===== config.mk =====
export PLATFORM = sky130hd
export DESIGN_NAME = mux_i2c_target_reset
export DESIGN_NICKNAME = d
export VERILOG_FILES = /design/src/mux_pkg.sv /design/src/line_sync.sv /design/src/mux_i2c_target_reset.sv
export SDC_FILE = /design/constraint.sdc
export NUM_CORES = 1
export LEC_CHECK = 0
export ABC_AREA = 1
export BUFFER_PORTS_ARGS = -buffer_cell sky130_fd_sc_hd__buf_2
export CAP_MARGIN = 15
export CORE_UTILIZATION = 23
export DETAILED_ROUTE_END_ITERATION = 12
export RECOVER_POWER = 25
export SKIP_LAST_GASP = 1
export SYNTH_ARGS = -nofsm -noshare
export SYNTH_HDL_FRONTEND = slang
export SYNTH_SLANG_ARGS = --single-unit

===== constraint.sdc =====
create_clock -name clk_sys -period 3.1 [get_ports clk_sys]
set_clock_uncertainty 0.1 [all_clocks]
set_input_delay 0 -clock clk_sys [delete_from_list [all_inputs] [get_ports clk_sys]]
set_output_delay 0 -clock clk_sys [all_outputs]
set_load 0.01 [all_outputs]

===== src/mux_pkg.sv =====
package mux_pkg;
  // Address frame layout
  localparam int ADDR_FIXED_WIDTH = 4;
  localparam logic [3:0] ADDR_FIXED = 4'h7;   // Fixed upper address bits, arbitrary choice
  localparam int BYTE_BITS = 8;
  localparam int RW_BIT = 0;
  // Control byte fields
  localparam int SEL_WIDTH = 4;
  localparam int CHANNEL_ENABLE_BIT = 3;
  localparam int CHANNEL_COUNT = 8;
  localparam logic [7:0] CTRL_RESET = 8'h00;
  // Reset input filtering
  localparam int RESET_LOW_MIN_WIDTH_NS = 100;
  localparam int CLK_PERIOD_NS = 20;
  localparam int RESET_LOW_CYCLES =
    (RESET_LOW_MIN_WIDTH_NS + CLK_PERIOD_NS - 1) / CLK_PERIOD_NS;

  // Protocol phases
  typedef enum logic [2:0] {
    ST_IDLE = 3'b000,
    ST_ADDR = 3'b001,
    ST_ADDR_ACK = 3'b010,
    ST_WRITE = 3'b011,
    ST_WRITE_ACK = 3'b100,
    ST_READ = 3'b101,
    ST_READ_ACK = 3'b110
  } phase_e;

  // Sampled bus lines after synchronisation
  typedef struct packed {
    logic clk;
    logic data;
  } bus_lines_s;

  // Line events found from one sample to the next
  typedef struct packed {
    logic start;
    logic stop;
    logic rise;
    logic fall;
  } bus_events_s;
endpackage


===== src/line_sync.sv =====
module line_sync
  import mux_pkg::*;
(
  input wire logic clk_sys,
  input wire logic rst_n,
  input wire logic clkPin,
  input wire logic dataPin,
  output mux_pkg::bus_lines_s lines,
  output mux_pkg::bus_events_s events
);
  logic [1:0] clkMeta;
  logic [1:0] dataMeta;
  bus_lines_s prev;

  // Two flip-flops per line; idle bus rests high so reset to one
  always_ff @(posedge clk_sys or negedge rst_n)
  begin
    if (!rst_n)
    begin
      clkMeta <= 2'h3;
      dataMeta <= 2'h3;
      prev <= 2'h3;
    end
    else
    begin
      clkMeta <= {clkMeta[0], clkPin};
      dataMeta <= {dataMeta[0], dataPin};
      prev <= {clkMeta[1], dataMeta[1]};
    end
  end

  assign lines = {clkMeta[1], dataMeta[1]};

  // Start and stop: data moves while clock stays high
  always_comb
  begin
    events.start = prev.clk && lines.clk && prev.data && !lines.data;
    events.stop = prev.clk && lines.clk && !prev.data && lines.data;
    events.rise = !prev.clk && lines.clk;
    events.fall = prev.clk && !lines.clk;
  end
endmodule


===== src/mux_i2c_target_reset.sv =====
module mux_i2c_target_reset
  import mux_pkg::*;
#(
  parameter int RESET_CYCLES = RESET_LOW_CYCLES
)
(
  input wire logic clk_sys,
  input wire logic rst_n,
  input wire logic resetPin_n,
  input wire logic [2:0] addressPins,
  input wire logic busClockIn,
  input wire logic busDataIn,
  output logic busDataOut,
  output logic busDataOe,
  output logic [mux_pkg::CHANNEL_COUNT-1:0] channelConnect,
  output logic [7:0] controlStatus
);
  import mux_pkg::*;

  bus_lines_s lines;
  bus_events_s events;
  logic [1:0] resetMeta;
  logic [7:0] resetCount;
  logic busReset;
  logic [2:0] addrLatch;
  logic addrCaught;
  phase_e phase;
  logic [7:0] shiftReg;
  logic [3:0] bitCount;
  logic [7:0] ctrl;
  logic pendingApply;
  logic masterAcked;

  // Lines are asynchronous to clk_sys: synchronised before any use
  line_sync u_sync (
    .clk_sys(clk_sys),
    .rst_n(rst_n),
    .clkPin(busClockIn),
    .dataPin(busDataIn),
    .lines(lines),
    .events(events)
  );

  // Reset pin synchroniser and pulse-width counter, so glitches are ignored
  always_ff @(posedge clk_sys or negedge rst_n)
  begin
    if (!rst_n)
    begin
      resetMeta <= 2'h3;
      resetCount <= 8'h00;
      busReset <= 1'b0;
    end
    else
    begin
      resetMeta <= {resetMeta[0], resetPin_n};
      if (resetMeta[1])
      begin
        resetCount <= 8'h00;
        busReset <= 1'b0;
      end
      else if (resetCount >= 8'(RESET_CYCLES - 1))
        busReset <= 1'b1;
      else
        resetCount <= resetCount + 8'h01;
    end
  end

  // Address straps caught once after reset release, not under async reset
  always_ff @(posedge clk_sys or negedge rst_n)
  begin
    if (!rst_n)
    begin
      addrLatch <= 3'h0;
      addrCaught <= 1'b0;
    end
    else if (!addrCaught)
    begin
      addrLatch <= addressPins;
      addrCaught <= 1'b1;
    end
  end

  // Protocol state machine: bits sampled on clock rise, driven after fall
  always_ff @(posedge clk_sys or negedge rst_n)
  begin
    if (!rst_n)
    begin
      phase <= ST_IDLE;
      shiftReg <= 8'h00;
      bitCount <= 4'h0;
      masterAcked <= 1'b0;
    end
    else if (busReset)
    begin
      phase <= ST_IDLE;
      bitCount <= 4'h0;
      masterAcked <= 1'b0;
    end
    else if (events.start)
    begin
      phase <= ST_ADDR;
      bitCount <= 4'h0;
    end
    else if (events.stop)
      phase <= ST_IDLE;
    else
    begin
      unique case (phase)
        ST_IDLE:
          bitCount <= 4'h0;
        ST_ADDR, ST_WRITE:
          if (events.rise)
          begin
            shiftReg <= {shiftReg[6:0], lines.data};
            bitCount <= bitCount + 4'h1;
          end
          else if (events.fall && bitCount == 4'(BYTE_BITS))
          begin
            bitCount <= 4'h0;
            if (phase == ST_WRITE)
              phase <= ST_WRITE_ACK;
            else if (shiftReg[7:1] == {ADDR_FIXED, addrLatch})
              phase <= ST_ADDR_ACK;
            else
              phase <= ST_IDLE;
          end
        ST_ADDR_ACK, ST_WRITE_ACK:
          if (events.fall)
          begin
            if (phase == ST_ADDR_ACK && shiftReg[RW_BIT])
            begin
              phase <= ST_READ;
              shiftReg <= ctrl;
            end
            else
              phase <= ST_WRITE;
          end
        ST_READ:
          if (events.fall)
          begin
            bitCount <= bitCount + 4'h1;
            if (bitCount == 4'(BYTE_BITS - 1))
              phase <= ST_READ_ACK;
            else
              shiftReg <= {shiftReg[6:0], 1'b0};
          end
        ST_READ_ACK:
          if (events.rise)
            masterAcked <= !lines.data;
          else if (events.fall)
          begin
            bitCount <= 4'h0;
            if (masterAcked)
            begin
              phase <= ST_READ;
              shiftReg <= ctrl;
            end
            else
              phase <= ST_IDLE;
          end
        default:
          phase <= ST_IDLE;
      endcase
    end
  end

  // Control register: each written byte replaces the last, applied on stop
  always_ff @(posedge clk_sys or negedge rst_n)
  begin
    if (!rst_n)
    begin
      ctrl <= CTRL_RESET;
      pendingApply <= 1'b0;
    end
    else if (busReset)
    begin
      ctrl <= CTRL_RESET;
      pendingApply <= 1'b0;
    end
    else if (phase == ST_WRITE && events.fall && bitCount == 4'(BYTE_BITS)
             && !events.start && !events.stop)
    begin
      ctrl <= shiftReg;
      pendingApply <= 1'b1;
    end
    else if (events.stop)
      pendingApply <= 1'b0;
  end

  // Channel outputs change only at stop or on busReset, so lines are high on connect
  always_ff @(posedge clk_sys or negedge rst_n)
  begin
    if (!rst_n)
    begin
      channelConnect <= '0;
      controlStatus <= CTRL_RESET;
    end
    else if (busReset)
    begin
      channelConnect <= '0;
      controlStatus <= CTRL_RESET;
    end
    else if (events.stop && pendingApply)
    begin
      controlStatus <= ctrl;
      if (ctrl[CHANNEL_ENABLE_BIT])
        channelConnect <= CHANNEL_COUNT'(1) << ctrl[2:0];
      else
        channelConnect <= '0;
    end
  end

  // Data pin drive: open-drain, only ever pulls low
  always_ff @(posedge clk_sys or negedge rst_n)
  begin
    if (!rst_n)
      busDataOe <= 1'b0;
    else if (busReset || events.start || events.stop)
      busDataOe <= 1'b0;
    else if (events.fall)
    begin
      // ack pulled low across high phase
      if (phase == ST_WRITE && bitCount == 4'(BYTE_BITS))
        busDataOe <= 1'b1;
      else if (phase == ST_ADDR && bitCount == 4'(BYTE_BITS))
        busDataOe <= (shiftReg[7:1] == {ADDR_FIXED, addrLatch});
      else if ((phase == ST_ADDR_ACK && shiftReg[RW_BIT]) ||
               (phase == ST_READ_ACK && masterAcked))
        busDataOe <= !ctrl[7];
      else if (phase == ST_READ && bitCount != 4'(BYTE_BITS - 1))
        busDataOe <= !shiftReg[6];
      else
        busDataOe <= 1'b0;
    end
  end

  // Output value is always low; the enable alone shapes the wire
  always_ff @(posedge clk_sys or negedge rst_n)
  begin
    if (!rst_n)
      busDataOut <= 1'b0;
    else
      busDataOut <= 1'b0;
  end
endmodule


==> results.sh <==
export IMPL_status="complete, no violations"
export IMPL_stdcell_area_um2=3732
export IMPL_ant_nets=0
export IMPL_cts_root_buf="clkbuf_16"
export IMPL_gp_congestion=0.9068
export IMPL_syn_inst=351
export IMPL_synthTopCellsByArea="dfrtp_1, nand2_1, dfstp_2, inv_1, nand3_1"
export IMPL_syn2layout_area_growth_pct=21.46
export IMPL_synth_cell_type_count=35
export IMPL_layout_drive_gt1_share_pct=24.04
export IMPL_cp_cell_sequence="inv_1 > ha_1 > nand3_1 > nor3_4 > or2_1 > o22ai_2"
export IMPL_finalMaxSlewViolations=0
export IMPL_relSlewSlack_pct=9.509
export IMPL_vias=2406
export IMPL_period_share_pct=61.03
export IMPL_port_buffers=24
export IMPL_hpwlAfterDp_mm=4.962
export IMPL_n_fill_cell=1345
export IMPL_critPathMaxStageDelay_ns=0.42
export IMPL_power_internal_mw=1.625
export IMPL_h_tree_depth=3
export IMPL_setup_violations_final=0
export IMPL_die_area_um2=13830
export IMPL_cp_start_kind="flip-flop"
export IMPL_p_per_area_nw_per_um2=610.1
export IMPL_hold_depth=2
export IMPL_drtPass1Iterations=4
export IMPL_yosysSeqAreaShare_pct=51.63
export IMPL_grt_pass1_vias=2310
export IMPL_antenna_found_initial=0
export IMPL_pwr_share_clk_pct=44.2
export IMPL_grt_use_total_pct=10.56
export IMPL_clk_pin_slew_ns=0.05
export IMPL_rsz0062_at_grt="false"
export IMPL_start_util_pct=23.96
export IMPL_switching_power_mw=0.6521
export IMPL_ios=26
export IMPL_fp_dieH_um=117.6
export IMPL_vdd_ir_drop_max_mv=0.1790
export IMPL_synth_top_area_share_pct=44.79
export IMPL_cts_tree="built"
export IMPL_reg2reg_to="ctrl[1]$_DFFE_PN0P_"
export IMPL_multi_input_area_um2=1239
export IMPL_combPwrFrac_pct=14.7
export IMPL_hold_class="input port to flip-flop"
export IMPL_die_w_um=117.6
export IMPL_crit_type="flip-flop to flip-flop"
export IMPL_finalHoldViolCount=0
export IMPL_std_cell_rows=41
export IMPL_grt_overflow=0
export IMPL_core_area_um2=12820
export IMPL_r2r_setup_slack_ns=1.21
export IMPL_numClockSinks=63
export IMPL_holdCritStartpoint="busDataIn"
export IMPL_reg2reg_depth=6
export IMPL_max_freq_mhz=528.6
export IMPL_power_mw=2.277
export IMPL_n_antenna_cell=0
export IMPL_ys_warn_count=0
export IMPL_clk_latency_ns=0.33
export IMPL_drv_cap=0
export IMPL_worst_hold_path_endpoint="u_sync.dataMeta[0]$_DFF_PN1_"
export IMPL_worstMarginPinSlew_ns=1.357
export IMPL_drt_wirelength_per_cell_um=12.17
export IMPL_power_frac_seq_pct=41.1
export IMPL_drc_errors=0
export IMPL_vias_per_cell=4.274
export IMPL_routed_wl_mm=6.853
export IMPL_synth_area_um2=3073
export IMPL_syn_nets=363
export IMPL_p_sw_share_pct=28.64
export IMPL_min_period_ns=1.892
export IMPL_cts_buffer_depth=2
export IMPL_critPathMaxFanout=8
export IMPL_cp_required_ns=3.20
export IMPL_grt_pass1_wl_mm=11.53
export IMPL_cp_end_kind="flip-flop"
export IMPL_slowest_stage="dfrtp_1"
export IMPL_synth_seq_cells=63
export IMPL_place_area_um2=3366
export IMPL_p_leak_nw=1.792
export IMPL_tns_ns=0
export IMPL_drt_iter0_drc=127
export IMPL_arrival_ns=1.99
export IMPL_cts_made_buffers=9
export IMPL_yosysTopAreaCell="dfrtp_1"
export IMPL_grt_max_degree=24
export IMPL_register_area_um2=1587
export IMPL_r2r_start="bitCount[0]$_DFFE_PN0P_"
export IMPL_avgSynthCellArea_um2=8.755
export IMPL_cts_repair_resized=0
export IMPL_fin_nets=399
-- how the worst max path moves through the flow --
| stage | from | endpoint | slack (ns) | cells past startpoint |
|---|---|---|---|---|
| floorplan | u_sync.clkMeta[1]$_DFF_PN1_ | shiftReg[6]$_DFFE_PN0P_ | 1.46 | 8 |
| global placement | u_sync.clkMeta[1]$_DFF_PN1_ | shiftReg[1]$_DFFE_PN0P_ | 1.20 | 7 |
| detailed placement | bitCount[0]$_DFFE_PN0P_ | ctrl[1]$_DFFE_PN0P_ | 1.21 | 6 |
| CTS | bitCount[0]$_DFFE_PN0P_ | ctrl[1]$_DFFE_PN0P_ | 1.20 | 6 |
| global route | u_sync.clkMeta[1]$_DFF_PN1_ | shiftReg[2]$_DFFE_PN0P_ | 0.99 | 7 |
| finish | bitCount[0]$_DFFE_PN0P_ | ctrl[1]$_DFFE_PN0P_ | 1.21 | 6 |
-- power groups by stage --
stage / combinational, mW / clock (mW) / sequential, mW
2_1_floorplan: 0.259 / 0 / 0.933
3_3_place_gp: 0.323 / 0 / 0.945
3_5_place_dp: 0.330 / 0 / 0.947
4_1_cts: 0.341 / 1.04 / 0.936
5_1_grt: 0.384 / 1.08 / 0.943
6_report: 0.336 / 1.01 / 0.935
-- per-layer routing --
| layer | vias up | GRT usage [%] | routed length (µm) | part of all wire (%) |
|---|---|---|---|---|
| li1 | 1198 | - | - | - |
| met1 | 1141 | 13.76 | 3184 | 46 |
| met2 | 58 | 16.09 | 3243 | 47 |
| met3 | 9 | 3.634 | 330 | 4.8 |
| met4 | 0 | 3.926 | 93 | 1.4 |
| met5 | - | 0 | 0 | 0 |
-- Yosys cell counts (all sizes together) --
master and instances:
o21ai 44, nand4 3, clkbuf 2, o211ai 1, conb 2, ha 4, nor2 32, inv 50
or2 2, nor3 3, nand3 30, dfstp 8, dfrtp 55, o31ai 1, o22ai 7, nand3b 1
buf 6, nand2 88, a21oi 11, xor2 1
-- cells in the final DEF (no fill, tap or decap), types with 2 or more instances in the layout --
cell           Yosys  layout
dfstp_1            0       3
o21ai_2           11      11
nor2_4             2       2
clkbuf_16          0       9
conb_1             2       2
o21ai_0           11      11
o22ai_2            6       6
buf_4              3       2
o21ai_1           22      22
nor2_1            28      28
nand3_1           25      25
nor3_4             2       2
buf_2              1      23
ha_1               4       4
dlygate4sd3_1      0       7
inv_2              9       9
dfstp_2            8       5
clkinvlp_4         0       2
nand2_2            9       9
nand3_2            4       4
inv_1             40      40
nand2_1           78      78
nand4_1            3       3
dfrtp_1           55      55
nor2_2             2       2
a21oi_1           11      11
-- repair_timing --
item / 4_1_cts / 5_1_grt
hold buffers: 7 / 0
hold endpoints to repair: 27 / 0
setup buffers: 0 / 0
-- sequential cells by signal (all words and copies together), names as in the netlist, 2 cells and up --
register         cells
controlStatus        8
u_sync.dataMeta      2
phase                3
u_sync.clkMeta       2
u_sync.prev          2
resetCount           8
resetMeta            2
channelConnect       8
addrLatch            3
shiftReg             8
ctrl                 8
bitCount             4
-- layout make-up --
cell class | instances | area share [%]
flip-flops and latches | 63 | 42.51
multi-input cells | 230 | 33.19
clock buffers | 10 | 6.403
well taps | 172 | 5.766
repair buffers | 33 | 5.464
inverters | 50 | 5.096
clock inverters | 5 | 1.576
-- critical path, delay by kind of cell (launching register included) --
kind,cells,cell delay (ns)
AND/OR/NAND/NOR,3,0.87
adder cells (fa/ha/maj),1,0.16
buffers and inverters,1,0.10
AO/OA/AOI/OAI,1,0.11
flip-flops,1,0.42
-- kinds of logic (layout without fill, tap and decap cells) --
logic type,Yosys count,count (layout),synth area share [%]
DFF,63,63,51.63
AOI/OAI and AO/OA,64,64,13.44
and+or+nand+nor,159,159,24.72
buffers and inverters,58,98,8.062
other,2,2,0.2444
adders and majority gates,4,4,1.629
xor gates and xnor gates,1,1,0.2851
-- per-stage QoR --
| step | cells | hold slack [ns] | util [%] | setup slack, ns |
|---|---|---|---|---|
| 6_report | 563 | 0.2138 | 29.10 | 1.208 |
| 5_1_grt | 563 | 0.2220 | 29.10 | 0.9942 |
| 3_5_place_dp | 541 | -0.07784 | 26.24 | 1.213 |
| 3_3_place_gp | 541 | -0.08498 | 26.24 | 1.203 |
| 4_1_cts | 563 | 0.1040 | 29.11 | 1.200 |
| 2_1_floorplan | 351 | -0.3956 | - | 1.456 |
Note: power is estimated with default switching activity, not from simulation.
